## config.mk

```make
export PLATFORM = sky130hd
export DESIGN_NAME = mwm_mapper
export DESIGN_NICKNAME = d
export VERILOG_FILES = /design/src/rtl/mwm_pkg.sv /design/src/rtl/mwm_page_if.sv /design/src/rtl/mwm_xlat.sv /design/src/rtl/mwm_mapper.sv
export VERILOG_INCLUDE_DIRS = /design/src /design/src/rtl
export SDC_FILE = /design/constraint.sdc
export NUM_CORES = 1
export LEC_CHECK = 0
export BUFFER_PORTS_ARGS = -buffer_cell sky130_fd_sc_hd__buf_2
export CAP_MARGIN = 20
export CORE_MARGIN = 4
export CORE_UTILIZATION = 55
export CTS_CLUSTER_DIAMETER = 150
export DETAILED_ROUTE_END_ITERATION = 8
export PLACE_DENSITY = 0.84
export SETUP_SLACK_MARGIN = 0.05
export SYNTH_ARGS = -nofsm -noshare
export SYNTH_HDL_FRONTEND = slang
export SYNTH_SLANG_ARGS = --single-unit
```

## constraint.sdc

```tcl
create_clock -name clk_i -period 5.6 [get_ports clk_i]
set_input_delay 0.56 -clock clk_i [delete_from_list [all_inputs] [get_ports clk_i]]
set_output_delay 0.56 -clock clk_i [all_outputs]
set_load 0.02 [all_outputs]
```

## src/rtl/mwm_defines.svh

```systemverilog
`ifndef MWM_DEFINES_SVH
`define MWM_DEFINES_SVH

// Indexes of the configuration registers
`define MWM_IDX_EXT1A 8'h67
`define MWM_IDX_EXT23 8'h6c
`define MWM_IDX_BASE_PORT 8'h6d
`define MWM_IDX_EXT2 8'h6e
`define MWM_IDX_SETB_CTL 8'h74

// Reset value shared by every register
`define MWM_RST_BYTE 8'h00

// Field positions
`define MWM_BASE_SEL_MSB 7
`define MWM_BASE_SEL_LSB 4
`define MWM_PORT_SEL_MSB 3
`define MWM_PORT_SEL_LSB 0
`define MWM_PAGE_EN_BIT 7
`define MWM_SETB_SEL_A_BIT 1

// Page-0 I/O addresses for the valid port selector codes
`define MWM_PORT_C0 12'h208
`define MWM_PORT_C1 12'h218
`define MWM_PORT_C5 12'h258
`define MWM_PORT_C6 12'h268
`define MWM_PORT_CA 12'h2a8
`define MWM_PORT_CB 12'h2b8
`define MWM_PORT_CE 12'h2e8
`define MWM_SEL_C0 4'h0
`define MWM_SEL_C1 4'h1
`define MWM_SEL_C5 4'h5
`define MWM_SEL_C6 4'h6
`define MWM_SEL_CA 4'ha
`define MWM_SEL_CB 4'hb
`define MWM_SEL_CE 4'he

// 16 Kbyte frame numbers (address bits 23-14) of the window starts
`define MWM_SETA_FRAME0 10'h030
`define MWM_SETB_FRAME0 10'h028

`endif

```

## src/rtl/mwm_pkg.sv

```systemverilog
package mwm_pkg;
    // One page or extension register
    typedef logic [7:0] mwm_byte_t;
    // Which window set an access fell into
    typedef enum logic [1:0] {
        MWM_WIN_NONE,
        MWM_WIN_A,
        MWM_WIN_B
    } mwm_win_t;
endpackage

```

## src/rtl/mwm_page_if.sv

```systemverilog
`timescale 1ns/100ps
interface mwm_page_if;
    import mwm_pkg::*;
    mwm_byte_t page_a [8]; // Set A page registers
    mwm_byte_t page_b [4]; // Set B page registers
    mwm_byte_t ext2_a; // Bits 22-21, set A pages 0-3
    mwm_byte_t ext2_b; // Bits 22-21, set B pages 0-3
    mwm_byte_t ext1_a; // Bits 22-21, set A pages 4-7
    mwm_byte_t ext23; // Bit 23, one bit per set A page; bits 3-0 also serve set B
    logic [3:0] base_sel; // Set A base selector

    modport cfg (output page_a, page_b, ext2_a, ext2_b, ext1_a, ext23,
                 base_sel);
    modport xlat (input page_a, page_b, ext2_a, ext2_b, ext1_a, ext23,
                  base_sel);
endinterface

```

## src/rtl/mwm_xlat.sv

```systemverilog
`timescale 1ns/100ps
`include "mwm_defines.svh"
module mwm_xlat
    import mwm_pkg::*;
(
    mwm_page_if.xlat pif,
    input wire logic [23:0] addr_i,
    output logic [23:0] addr_o,
    output logic hit_o,
    output mwm_win_t win_o
);
    ////////////////////////////////////////////////////////////////////////
    // Window hit detection

    wire [9:0] frame = addr_i[23:14]; // 16 Kbyte frame of the access
    // Set A start moves one frame per selector step
    wire [9:0] a_start = `MWM_SETA_FRAME0 + {6'h00, pif.base_sel};
    wire [9:0] a_off = frame - a_start;
    // Eight adjacent frames from the start
    wire in_a = (a_off[9:3] == 7'h00);
    wire [2:0] a_pg = a_off[2:0];
    // Set B never moves; named so its frame bits can be sliced
    wire [9:0] b_start = `MWM_SETB_FRAME0;
    wire in_b = (frame[9:2] == b_start[9:2]);
    wire [1:0] b_pg = frame[1:0];

    ////////////////////////////////////////////////////////////////////////
    // Translation value and extension bits of the hit page

    wire [7:0] a_reg = pif.page_a[a_pg];
    wire [7:0] b_reg = pif.page_b[b_pg];
    // Pages 4-7 take bits 22-21 from their own register
    wire [7:0] a_ext = a_pg[2] ? pif.ext1_a : pif.ext2_a;
    wire [1:0] a_2221 = a_ext[{a_pg[1:0], 1'b0} +: 2];
    wire [1:0] b_2221 = pif.ext2_b[{b_pg, 1'b0} +: 2];
    // Bit 23 bits 3-0 serve both sets
    wire a_23 = pif.ext23[a_pg];
    wire b_23 = pif.ext23[{1'b0, b_pg}];

    wire a_on = in_a && a_reg[`MWM_PAGE_EN_BIT];
    wire b_on = in_b && b_reg[`MWM_PAGE_EN_BIT];

    ////////////////////////////////////////////////////////////////////////
    // Output address: frame bits replaced, offset kept

    assign hit_o = a_on || b_on;
    assign win_o = a_on ? MWM_WIN_A : (b_on ? MWM_WIN_B : MWM_WIN_NONE);
    // Disabled or missed pages pass straight through
    assign addr_o = a_on ? {a_23, a_2221, a_reg[6:0], addr_i[13:0]} :
                    b_on ? {b_23, b_2221, b_reg[6:0], addr_i[13:0]} :
                    addr_i;
endmodule

```

## src/rtl/mwm_mapper.sv

```systemverilog
// Functional notes
// - Select register: base selector high, port selector low
// - Select register resets to zero
// - Port selector places both sets' page registers
// - Selector codes give page-0 port, pages 2000h apart
// - Page write stores translated bits 20-14
// - Page bit 7 enables, bits 6-0 translate
// - Base selector moves set A in 4000h steps
// - Set A pages occupy adjacent 16K regions
// - Set B base fixed at 0A0000h
// - Low extension holds bits 22-21, pages 0-3
// - Set-B control bit 1 picks extension copy
// - Control bit 1 set selects set A
// - Set A pages 4-7 use separate extension
// - Bit 23 register, one bit per set A page, bits 3-0 shared with set B
`timescale 1ns/100ps
`include "mwm_defines.svh"
module mwm_mapper
    import mwm_pkg::*;
#(
    parameter logic [15:0] CFG_INDEX_PORT = 16'h0022,
    parameter logic [15:0] CFG_DATA_PORT = 16'h0023
)(
    input wire logic clk_i,
    input wire logic nrst_i,
    input wire logic io_wr_i,
    input wire logic io_rd_i,
    input wire logic [15:0] io_addr_i,
    input wire logic [7:0] io_wdata_i,
    output logic [7:0] io_rdata_o,
    output logic io_rvalid_o,
    input wire logic mem_req_i,
    input wire logic [23:0] mem_addr_i,
    output logic [23:0] mem_addr_o,
    output logic mem_valid_o,
    output logic mem_mapped_o,
    output logic mem_set_b_o
);
    ////////////////////////////////////////////////////////////////////////
    // Port selector decode

    // Page-0 port for a selector code; unlisted codes map nothing
    function automatic logic [12:0] port_of(input logic [3:0] sel);
        logic [12:0] r;
        r = 13'h0000;
        case (sel)
            `MWM_SEL_C0: r = {1'b1, `MWM_PORT_C0};
            `MWM_SEL_C1: r = {1'b1, `MWM_PORT_C1};
            `MWM_SEL_C5: r = {1'b1, `MWM_PORT_C5};
            `MWM_SEL_C6: r = {1'b1, `MWM_PORT_C6};
            `MWM_SEL_CA: r = {1'b1, `MWM_PORT_CA};
            `MWM_SEL_CB: r = {1'b1, `MWM_PORT_CB};
            `MWM_SEL_CE: r = {1'b1, `MWM_PORT_CE};
            default: r = 13'h0000;
        endcase
        return r;
    endfunction

    ////////////////////////////////////////////////////////////////////////
    // State

    mwm_byte_t index_q; // Current configuration index
    mwm_byte_t sel_q; // Base and port selectors
    mwm_byte_t ext2_a_q; // Bits 22-21 copy for set A
    mwm_byte_t ext2_b_q; // Bits 22-21 copy for set B
    mwm_byte_t ext1_a_q; // Bits 22-21 for set A pages 4-7
    mwm_byte_t ext23_q; // Bit 23 for every page
    logic setb_sel_a_q; // Extension copy chooser
    mwm_byte_t page_a_q [8]; // Set A page bank
    mwm_byte_t page_b_q [4]; // Set B page bank
    logic [7:0] rdata_q;
    logic rvalid_q;
    logic [23:0] maddr_q;
    logic mvalid_q;
    logic mmapped_q;
    logic mset_b_q;

    ////////////////////////////////////////////////////////////////////////
    // I/O decode

    wire idx_hit = (io_addr_i == CFG_INDEX_PORT);
    wire data_hit = (io_addr_i == CFG_DATA_PORT);
    wire cfg_wr = io_wr_i && data_hit;
    wire wr_sel = cfg_wr && (index_q == `MWM_IDX_BASE_PORT);
    wire wr_ext2 = cfg_wr && (index_q == `MWM_IDX_EXT2);
    wire wr_ext1a = cfg_wr && (index_q == `MWM_IDX_EXT1A);
    wire wr_ext23 = cfg_wr && (index_q == `MWM_IDX_EXT23);
    wire wr_ctl = cfg_wr && (index_q == `MWM_IDX_SETB_CTL);

    // Page port: low 13 bits match page 0, top three bits give the page
    wire [3:0] port_sel = sel_q[`MWM_PORT_SEL_MSB:`MWM_PORT_SEL_LSB];
    wire [12:0] port0 = port_of(port_sel);
    wire pg_addr_ok = port0[12] &&
                      (io_addr_i[12:0] == {1'b0, port0[11:0]});
    wire [2:0] pg_num = io_addr_i[15:13];
    // The data port wins if it ever aliases a page port
    wire pg_hit = pg_addr_ok && !idx_hit && !data_hit;
    // Low pages of the bank follow the copy chooser
    wire pg_to_b = !pg_num[2] && !setb_sel_a_q;
    wire pg_wr_a = io_wr_i && pg_hit && !pg_to_b;
    wire pg_wr_b = io_wr_i && pg_hit && pg_to_b;

    ////////////////////////////////////////////////////////////////////////
    // Read data selection

    wire [7:0] pg_rd = pg_to_b ? page_b_q[pg_num[1:0]] : page_a_q[pg_num];
    wire [7:0] ext2_rd = setb_sel_a_q ? ext2_a_q : ext2_b_q;
    wire [7:0] cfg_rd =
        (index_q == `MWM_IDX_BASE_PORT) ? sel_q :
        (index_q == `MWM_IDX_EXT2) ? ext2_rd :
        (index_q == `MWM_IDX_EXT1A) ? ext1_a_q :
        (index_q == `MWM_IDX_EXT23) ? ext23_q :
        (index_q == `MWM_IDX_SETB_CTL) ?
            {6'h00, setb_sel_a_q, 1'b0} :
        `MWM_RST_BYTE;
    // Unmapped reads return zero
    wire [7:0] rd_data = idx_hit ? index_q :
                         data_hit ? cfg_rd :
                         pg_hit ? pg_rd :
                         `MWM_RST_BYTE;

    ////////////////////////////////////////////////////////////////////////
    // Index register

    // Index write
    always_ff @(posedge clk_i or negedge nrst_i) begin
        if (!nrst_i) begin
            index_q <= `MWM_RST_BYTE;
        end else if (io_wr_i && idx_hit) begin
            index_q <= io_wdata_i;
        end
    end

    ////////////////////////////////////////////////////////////////////////
    // Configuration registers

    // Window select register, both fields writable
    always_ff @(posedge clk_i or negedge nrst_i) begin
        if (!nrst_i) begin
            sel_q <= `MWM_RST_BYTE;
        end else if (wr_sel) begin
            sel_q <= io_wdata_i;
        end
    end

    // Extension copy chooser, only bit 1 kept
    always_ff @(posedge clk_i or negedge nrst_i) begin
        if (!nrst_i) begin
            setb_sel_a_q <= 1'b0;
        end else if (wr_ctl) begin
            setb_sel_a_q <= io_wdata_i[`MWM_SETB_SEL_A_BIT];
        end
    end

    // Bits 22-21 of pages 0-3, two copies
    always_ff @(posedge clk_i or negedge nrst_i) begin
        if (!nrst_i) begin
            ext2_a_q <= `MWM_RST_BYTE;
            ext2_b_q <= `MWM_RST_BYTE;
        end else if (wr_ext2 && setb_sel_a_q) begin
            ext2_a_q <= io_wdata_i;
        end else if (wr_ext2) begin
            ext2_b_q <= io_wdata_i;
        end
    end

    // Set A high pages and bit 23; bit 23 is one shared copy, so the
    // chooser does not gate it
    always_ff @(posedge clk_i or negedge nrst_i) begin
        if (!nrst_i) begin
            ext1_a_q <= `MWM_RST_BYTE;
            ext23_q <= `MWM_RST_BYTE;
        end else begin
            if (wr_ext1a) begin
                ext1_a_q <= io_wdata_i;
            end
            if (wr_ext23) begin
                ext23_q <= io_wdata_i;
            end
        end
    end

    ////////////////////////////////////////////////////////////////////////
    // Page register bank

    // Set A pages; selectors are assumed programmed first, otherwise
    // the write lands at whatever port the old selector gave
    always_ff @(posedge clk_i or negedge nrst_i) begin
        if (!nrst_i) begin
            for (int i = 0; i < 8; i++) begin
                page_a_q[i] <= `MWM_RST_BYTE;
            end
        end else if (pg_wr_a) begin
            page_a_q[pg_num] <= io_wdata_i;
        end
    end

    // Set B pages share ports 0-3 with set A
    always_ff @(posedge clk_i or negedge nrst_i) begin
        if (!nrst_i) begin
            for (int i = 0; i < 4; i++) begin
                page_b_q[i] <= `MWM_RST_BYTE;
            end
        end else if (pg_wr_b) begin
            page_b_q[pg_num[1:0]] <= io_wdata_i;
        end
    end

    ////////////////////////////////////////////////////////////////////////
    // Read return, one cycle after the strobe

    always_ff @(posedge clk_i or negedge nrst_i) begin
        if (!nrst_i) begin
            rdata_q <= `MWM_RST_BYTE;
            rvalid_q <= 1'b0;
        end else begin
            rvalid_q <= io_rd_i;
            if (io_rd_i) begin
                rdata_q <= rd_data;
            end
        end
    end

    ////////////////////////////////////////////////////////////////////////
    // Address translation

    mwm_page_if pif ();
    assign pif.page_a = page_a_q;
    assign pif.page_b = page_b_q;
    assign pif.ext2_a = ext2_a_q;
    assign pif.ext2_b = ext2_b_q;
    assign pif.ext1_a = ext1_a_q;
    assign pif.ext23 = ext23_q;
    assign pif.base_sel = sel_q[`MWM_BASE_SEL_MSB:`MWM_BASE_SEL_LSB];

    logic [23:0] xaddr;
    logic xhit;
    mwm_win_t xwin;

    // Extensions are read live, so enabling a page before its
    // extensions are set sends early accesses to the wrong place
    mwm_xlat u_xlat (
        .pif(pif.xlat),
        .addr_i(mem_addr_i),
        .addr_o(xaddr),
        .hit_o(xhit),
        .win_o(xwin)
    );

    // Registered so the outputs come from flops; costs one cycle
    always_ff @(posedge clk_i or negedge nrst_i) begin
        if (!nrst_i) begin
            maddr_q <= 24'h000000;
            mvalid_q <= 1'b0;
            mmapped_q <= 1'b0;
            mset_b_q <= 1'b0;
        end else begin
            mvalid_q <= mem_req_i;
            if (mem_req_i) begin
                maddr_q <= xaddr;
                mmapped_q <= xhit;
                mset_b_q <= (xwin == MWM_WIN_B);
            end
        end
    end

    assign io_rdata_o = rdata_q;
    assign io_rvalid_o = rvalid_q;
    assign mem_addr_o = maddr_q;
    assign mem_valid_o = mvalid_q;
    assign mem_mapped_o = mmapped_q;
    assign mem_set_b_o = mset_b_q;
endmodule

```

Word-level counts from Yosys, hierarchy flattened
Index checks and enable logic that the tools add are counted.
Word-level totals
  flip-flop bits (word level): 181
  input bits: 53
  output and inout port bits: 36
  word-level logic and storage cells: 124
Cells by class
  add/sub/neg operators: 2
  $lt $le $gt $ge: 8
  eq/ne operators: 16
  shift operators: 2
  multiplexer cells: 38
  bitwise operators: 5
  reductions and logical operators: 28
Operators with widths (number)
  $mux 8: 20
  $pmux 13 s7: 1
  $bwmux 64: 1
  $bmux 8 s3: 2
  $mux 24: 2
  $eq 8x7->1 const B: 5
  $bmux 8 s2: 2
  $bwmux 32: 1
  $eq 16x6->1 const B: 2
  $demux 8 s3: 1
  $logic_and 1x1->1: 19
  $demux 8 s2: 1
  $shiftx 8x4->2: 2
  $eq 13x12->1: 1
  $eq 4x4->1 const B: 3
  $sub 10x10->10: 1
  $eq 4x3->1 const B: 2
  $eq 8x4->1 const B: 1
  $ge 4x4->1 const B: 2
  $not 3->4: 2
  $add 6x4->7 const A: 1
  $logic_not 7->1: 1
  $ge 3x3->1 const B: 2
  $mux 2: 3
  other kinds (15): 21

Longest topological paths before layout
Gate-level depths: netlist of run 1.
  depth in word-level cells: 9
  depth in mapped cells: 13
  depth with buffers taken out: 10

Cells and area by module
From an unflattened synthesis of run 1, not the netlist that was laid out.
Unflattened totals
  cell total of the unflattened synthesis: 771
  area, all modules: 10059.6 sq um
Modules (own cells, without submodules)
  mwm_mapper: instances 1, cells each 602, area each 8346.8 sq um, seq. area each 4529.3 sq um
  mwm_xlat: instances 1, cells each 169, area each 1712.9 sq um, seq. area each 0.0 sq um

Worst setup path before layout of run 1
No wires, ideal clock.
  path kind: input -> register
  start point: input port mem_addr_i[14]
  end point: register maddr_q[15] (netlist: mem_addr_o[15])
  setup time: 0.120 ns
  arrival: 3.648 ns
  data required time: 5.480 ns
  slack: 1.832 ns
  cell stages on the path: 13
  buffers on the path: 4
  cells stage by stage: clkbuf_1 -> clkbuf_1 -> inv_1 -> ha_1 -> inv_1 -> fa_1 -> buf_2 -> mux4_2 -> mux2i_1 -> or4_1 -> buf_2 -> a211o_1 -> a31o_2
On the way
  longest elaborated chain between the ends: 7
  elaborated cells on any way between the ends: 14
  those cells by class: add/sub: 1; mux: 8; bitwise: 2; reduce/logical: 3
Ends and longest elaborated chain
  start, declared: line mwm_mapper.sv:33  | input wire logic [23:0] mem_addr_i,
  $sub 10x10->10 / $not 2->3 (equally long branches): line mwm_xlat.sv:18, mwm_xlat.sv:31
  $not 3->4 (not written as such) / $bmux 8 s2 (equally long branches): line mwm_xlat.sv:30, mwm_xlat.sv:31
  $bmux 8 s3 / $mux 8 (equally long branches): line mwm_xlat.sv:30, mwm_xlat.sv:31
  $mux 8, on equally long branches: line mwm_xlat.sv:30, mwm_xlat.sv:31
  $mux 8 (not written as such) / $logic_and 1x1->1 (equally long branches): line mwm_xlat.sv:30, mwm_xlat.sv:41
  $logic_and 1x1->1 / $mux 24 (equally long branches): line mwm_xlat.sv:40, mwm_xlat.sv:50
  $mux 24 *: line mwm_xlat.sv:49  | assign addr_o = a_on ? {a_23, a_2221, a_reg[6:0], addr_i[13:0]} :
  end signal, assigned: line mwm_mapper.sv:260  | maddr_q <= xaddr;
  end, declared: line mwm_mapper.sv:73  | logic [23:0] maddr_q;
Every way passes the cells marked *; elsewhere a longest branch is shown, timed or not. The select of a mux whose other input is x is not followed.
A chain may end at the register's enable or synchronous reset.

Worst setup path in the final report of run 1
  start point: input port mem_addr_i[14]
  end point: register maddr_q[17] (netlist: mem_addr_o[17])
The elaborated chain is that of the path after synthesis.

==> results of run 1 <==
-- cell usage in the layout (no fill, tap or decap), types with 4 or more instances in the layout --
cell	instances
a21oi_1	26
a31oi_1	10
and4_1	4
buf_2	87
buf_4	7
clkbuf_16	17
dfrtp_1	181
ha_1	4
inv_1	8
mux2_2	169
mux2i_1	30
mux4_2	56
nand2_1	33
nand2b_1	7
nand3_1	5
nand3_2	4
nand4_1	4
nand4b_1	4
nor2_1	19
nor2b_1	12
nor3b_1	4
o21ai_0	19
o22ai_1	13
or3_1	4
-- area by class of cell --
cell class | instances | area, um^2
Fill cell | 1242 | 6440
Sequential cell | 181 | 4529
Clock inverter | 11 | 127.6
Tap cell | 225 | 281.5
Inverter | 8 | 30.03
Clock buffer | 20 | 456.7
Multi-Input combinational cell | 477 | 4872
Timing Repair Buffer | 95 | 499.2
-- how the worst max path moves through the flow --
stage | from | end | slack [ns] | cells past startpoint
after floorplan | mem_addr_i[14] | mem_addr_o[15] | 1.83 | 13
after global placement | mem_addr_i[14] | mem_addr_o[15] | 1.78 | 10
after detailed placement | mem_addr_i[14] | mem_addr_o[15] | 1.73 | 10
after CTS | mem_addr_i[14] | mem_addr_o[15] | 2.16 | 10
after global routing | mem_addr_i[14] | mem_addr_o[17] | 1.96 | 10
final | mem_addr_i[14] | mem_addr_o[17] | 2.18 | 10
-- critical path, cell delays in order --
cell,delay (ns)
buf_2,0.24
inv_1,0.10
ha_1,0.16
inv_1,0.05
fa_1,0.91
mux4_2,0.59
mux2i_1,0.13
or4_1,0.45
mux2_2,0.41
a31oi_1,0.17
-- state kept, by name, summed over array words and instances (netlist names), 8 cells and up --
name and flops:
page_b_q 32, index_q 8, ext23_q 8, sel_q 8
mem_addr_o 24, io_rdata_o 8, ext2_a_q 8, ext2_b_q 8
ext1_a_q 8, page_a_q 64
-- report_power, final --
| part | leakage, nW | total (W) | internal [W] | switching, W |
|---|---|---|---|---|
| sequential | 2.45 | 0.00134 | 0.00133 | 0.0000117 |
| combinational | 2.17 | 0.000220 | 0.0000739 | 0.000146 |
| clock | 0.278 | 0.00119 | 0.000679 | 0.000508 |
-- metrics by stage --
step / worst slack, ns / hold slack [ns] / power [W] / util / std cells
detailed placement: 1.734 / 0.4915 / 0.001585 / 0.5925 / 986
finish: 2.181 / 0.1999 / 0.002747 / 0.6264 / 1017
global placement: 1.783 / 0.4798 / 0.001578 / 0.5925 / 986
CTS: 2.163 / 0.2417 / 0.002759 / 0.6264 / 1017
floorplan: 1.832 / 0.2644 / 0.001481 / - / 719
global route: 1.955 / 0.2748 / 0.002835 / 0.6264 / 1017
-- kinds of logic after synthesis --
group,count (synthesis),share of synthesized area
adders and majority gates,5,0.007257
buffers and inverters,61,0.02682
and+or+nand+nor,127,0.08099
AOI/OAI and AO/OA,86,0.05339
xor gates and xnor gates,4,0.003629
DFF,181,0.4691
muxes,255,0.3588
-- per-layer routing --
metal | track usage | share of wire | vias to the layer above
met4 | 0.09026 | 0.024 | 0
met2 | 0.4047 | 0.47 | 381
met1 | 0.3540 | 0.40 | 3472
met3 | 0.07477 | 0.10 | 43
met5 | 0 | 0 | -
li1 | - | - | 2852
==> results_dict.tcl, run 1 <==
set metrics [dict create \
    outcome "finished, final reports clean" \
    fin_skew_ns 0.007287 \
    synthTopCellsByCount "dfrtp_1 (181), mux2_2 (169), mux4_2 (56)" \
    drt-pass1-iter-count 7 \
    setup-tns-final_ns 0 \
    cts_resized 0 \
    area_growth_pct 11.82 \
    cts-root-buf "clkbuf_16" \
    diodes 0 \
    synth_edf_count 0 \
    die_y_um 140.5 \
    die_w_um 140.5 \
    cp-end-kind "flip-flop" \
    final_hold_viol_count 0 \
    synth_area_leader_cell "dfrtp_1" \
    tightest_slew_ns 0.8970 \
    wl_per_cell_um 24.49 \
    hpwl_um 17090 \
    worstPathMaxFanout 14 \
    io_buffer_count 88 \
    hold_class "primary input to asynchronous set/reset pin" \
    r2r-start "sel_q[4]" \
    cp-start-kind "primary input" \
    r2r.worst_path.cells 8 \
    yosysWarnings 0 \
    grt_pass1_wl_um 39500 \
    async_reset_ff_frac 1.000 \
    fin_nets 838 \
    core_mm2 0.01724 \
    cts_tree "built" \
    synth-seq-area-share 0.4691 \
    ir_drop_v 0.0001910 \
    rsz0062_at_grt "no" \
    synth_cells 719 \
    grt_pass1_vias 6859 \
    synthesis.nets 777 \
    crit_required_ns 5.95 \
    synth.most_common_cell "dfrtp_1" \
    stdcell_area_mm2 0.01080 \
    gr-total-overflow 0 \
    ys_ff_latch 181 \
    cts_sinks 181 \
    critical_path_class "primary input to flip-flop" \
    place_congestion 0.9237 \
    grt_use_total 0.2602 \
    htree_levels 4 \
    post_cts_buffers 0 \
    cap_violations 0 \
    ios 89 \
    fmax_ghz 0.2925 \
    drt_iter0_drc 709 \
    critical_path_arrival_ns 3.77 \
    power.density_mw_per_mm2 254.5 \
    vias 6748 \
    slew_headroom 0.4020 \
    cts_hold_buf 0 \
    rows 48 \
    placed_area_mm2 0.01021 \
    clk_pin_slew_ns 0.06 \
    vias_per_cell 6.635 \
    routed_wl_um 24910 \
    worstSkewPairLatency_ns 0.44 \
    clockBufferDepth 2 \
    period_needed_ns 3.419 \
    ant_nets 0 \
    r2r_slack_ns 2.26 \
    avgSynthCellArea_um2 13.43 \
    report.final.setup_viol 0 \
    start_util 0.5602 \
    power_leakage_nw 4.907 \
    grt_max_degree 92 \
    period_share 0.6105 \
    rr_endpoint "mem_addr_o[17]" \
    synth_top_cell_area_share 0.4691 \
    netlist_top_cells_area "dfrtp_1 (47%), mux2_2 (20%), mux4_2 (13%), mux2i_1 (3.1%), a21oi_1 (1.3%)" \
    netlist_area_mm2 0.009656 \
    drv_slew 0 \
    drive_gt1_frac 0.4609 \
    synth_ff_type "dfrtp_1" \
    cts_buffers 17 \
    antenna_found_initial 0 \
    synthDistinctLibCells 56 \
    fp.dieArea_mm2 0.01974 \
    remaining_drc_errors 0 \
]
(Power assumes the default switching activity.)
==> inputs of run 2 (changes only) <==
--- a/config.mk
+++ b/config.mk
@@ -6,13 +6,14 @@
 export SDC_FILE = /design/constraint.sdc
 export NUM_CORES = 1
 export LEC_CHECK = 0
+export ABC_AREA = 1
 export BUFFER_PORTS_ARGS = -buffer_cell sky130_fd_sc_hd__buf_2
 export CAP_MARGIN = 20
 export CORE_MARGIN = 4
 export CORE_UTILIZATION = 55
 export CTS_CLUSTER_DIAMETER = 150
 export DETAILED_ROUTE_END_ITERATION = 8
-export PLACE_DENSITY = 0.84
+export PLACE_DENSITY = 0.83
 export SETUP_SLACK_MARGIN = 0.05
 export SYNTH_ARGS = -nofsm -noshare
 export SYNTH_HDL_FRONTEND = slang
==> constraint.sdc (replaced) <==
create_clock -name clk_i -period 3.5 [get_ports clk_i]
set_input_delay 0.35 -clock clk_i [delete_from_list [all_inputs] [get_ports clk_i]]
set_output_delay 0.35 -clock clk_i [all_outputs]
set_load 0.02 [all_outputs]
==> results_dict.tcl, run 2 <==
set metrics [dict create \
    outcome "finished, final reports clean" \
    core_mm2 0.01959 \
    cts-root-buf "clkbuf_16" \
    fillers 1729 \
    placed_cells 1950 \
    synthTopCellsByCount "nand2_1 (515), inv_1 (227), dfrtp_1 (181)" \
    grt_use_total 0.3101 \
    synth_area_leader_cell "dfrtp_1" \
    report.final.setup_viol 0 \
    drt-pass1-iter-count 6 \
    remaining_drc_errors 0 \
    diodes 0 \
    holdPathStages 3 \
    startpoint "sel_q[4]" \
    fin_skew_ns 0.008969 \
    netlist_top_cells_area "dfrtp_1 (41%), nand2_1 (17%), inv_1 (7.7%), o21ai_0 (7.5%), nor2_1 (4.9%)" \
    layout_setup_ws_ns 0.5195 \
    stdcell_area_mm2 0.01231 \
    die_y_um 149.8 \
    cts_tree "built" \
    htree_levels 4 \
    grt_pass1_wl_um 54930 \
    post_cts_buffers 0 \
    ir_drop_v 0.0002965 \
    r2r-start "sel_q[4]" \
    avgSynthCellArea_um2 6.679 \
    crit_end "mem_addr_o[17]" \
    r2r_slack_ns 0.52 \
    largest_reg_flops 64 \
    rsz0062_at_grt "no" \
    die_w_um 149.8 \
    synth_top_cell_area_share 0.4098 \
    drv_slew 0 \
    crit_required_ns 3.89 \
    ys_ff_latch 181 \
    area_growth_pct 11.37 \
    wl_per_cell_um 17.16 \
    ant_nets 0 \
    place_congestion 0.9676 \
    drt_iter0_drc 1493 \
    final_cells 1983 \
    synth_edf_count 0 \
    period_share 0.8516 \
    drive_gt1_frac 0.09546 \
    tightest_slew_ns 0.9026 \
    synth_cells 1655 \
    final_hold_viol_count 0 \
    rows 51 \
    final_cell_mix "nand2_1 (515), inv_1 (227), dfrtp_1 (181)" \
    synth.most_common_cell "nand2_1" \
    clockBufferDepth 2 \
    fmax_ghz 0.3355 \
    clk_pin_slew_ns 0.07 \
    fp.dieArea_mm2 0.02243 \
    synth_ff_type "dfrtp_1" \
    grt_max_degree 88 \
    start_util 0.5642 \
    synthesis.nets 1713 \
    hold_class "primary input to flip-flop" \
    power.density_mw_per_mm2 378.7 \
    vias_per_cell 5.754 \
    worstPathMaxFanout 18 \
    routed_wl_um 34020 \
    critical_path_class "flip-flop to flip-flop" \
    detailedPlace.worstSlack_ns 0.4507 \
    setup-tns-final_ns 0 \
    hpwl_um 23170 \
    power_leakage_nw 6.294 \
    cts_sinks 181 \
    netlist_area_mm2 0.01105 \
    fin_nets 1763 \
    fin_total_pwr_w 0.004661 \
    synthDistinctLibCells 30 \
    yosysWarnings 0 \
    seqCellArea_mm2 0.004529 \
    top_register "page_a_q" \
    period_needed_ns 2.980 \
    antenna_found_initial 1 \
    final_common_cell "nand2_1" \
    placed_area_mm2 0.01168 \
    slew_headroom 0.3936 \
    grt_pass1_vias 10991 \
    critical_path_arrival_ns 3.37 \
    r2r.worst_path.cells 15 \
    rr_endpoint "mem_addr_o[17]" \
    cts_buffers 17 \
    io_buffer_count 88 \
    gr-total-overflow 0 \
    cap_violations 0 \
    worstSkewPairLatency_ns 0.45 \
    ios 89 \
    synth-seq-area-share 0.4098 \
    vias 11411 \
    cp-end-kind "flip-flop" \
    multi_input_area_mm2 0.005266 \
    async_reset_ff_frac 1.000 \
    cp-start-kind "flip-flop" \
]
-- run 2: cell types whose count changed after synthesis, sizes merged, moves of 63 or more --
cell   previous run  this run
nand2            34       517
inv               8       228
mux2            169         0
o21ai            20       166
nor2             19       159
nand3            11       106
nand4             6        69
-- run 2: layout make-up --
class,count,area share
clock inverter,15,0.01565
timing repair buffer,113,0.05540
multi-input combinational,1157,0.4278
sequential,181,0.3680
inverter,235,0.07166
clock buffer,17,0.03456
tap,265,0.02694
-- run 2: worst min path at each step --
stage          slack [ns]              to           start
6_report             0.09  mem_addr_o[13]  mem_addr_i[13]
5_1_grt              0.11  mem_addr_o[13]  mem_addr_i[13]
4_1_cts               0.1   mem_addr_o[1]   mem_addr_i[1]
3_5_place_dp         0.45  mem_addr_o[11]  mem_addr_o[11]
3_3_place_gp         0.45  mem_addr_o[10]  mem_addr_o[10]
2_1_floorplan        0.05     ext1_a_q[0]          nrst_i
-- run 2: layer usage --
metal / vias up / share of wire / global-route usage
met5: - / 0.00038 / 0
met4: 2 / 0.047 / 0.1587
met3: 138 / 0.11 / 0.07904
met2: 669 / 0.47 / 0.4989
met1: 5244 / 0.37 / 0.3879
li1: 5358 / - / -
-- run 2: where the power goes --
part,total [W],switching (W),leakage [nW],internal (W)
clock network,0.00206,0.000915,0.295,0.00114
logic,0.000472,0.000358,4.02,0.000114
registers,0.00213,0.0000139,1.98,0.00212
-- run 2: repair_timing --
action                     CTS  global route
hold endpoints to repair     6             0
setup endpoints to repair    0             0
gates resized for setup      0             0
hold buffers                 1             0
-- run 2: metrics by stage --
stage	hold WS, ns	utilization
finish	0.09460	0.6283
global route	0.1079	0.6283
CTS	0.09755	0.6283
detailed placement	0.4537	0.5963
global placement	0.4485	0.5949
floorplan	0.05441	-
-- run 2: logic make-up (layout without fill, tap and decap cells) --
group	after synthesis	count (layout)	share of synthesized area
compound gates	289	289	0.1416
flops	181	181	0.4098
simple gates	862	862	0.3277
fa+ha+maj	5	5	0.006339
xor+xnor	1	1	0.0007925
buf+inv	317	380	0.1138
-- run 2: critical path: stages (launching register included) --
cell and delay [ns]:
dfrtp_1 0.41, ha_1 0.18, inv_1 0.08, fa_1 0.44, clkinv_1 0.09, buf_4 0.27, a21oi_1 0.06, o21ai_0 0.08
nand2_1 0.07, nand2_1 0.05, nand3_1 0.17, nor2_1 0.56, o21ai_0 0.22, nand2_1 0.11, nand2_1 0.05, nand2_1 0.07
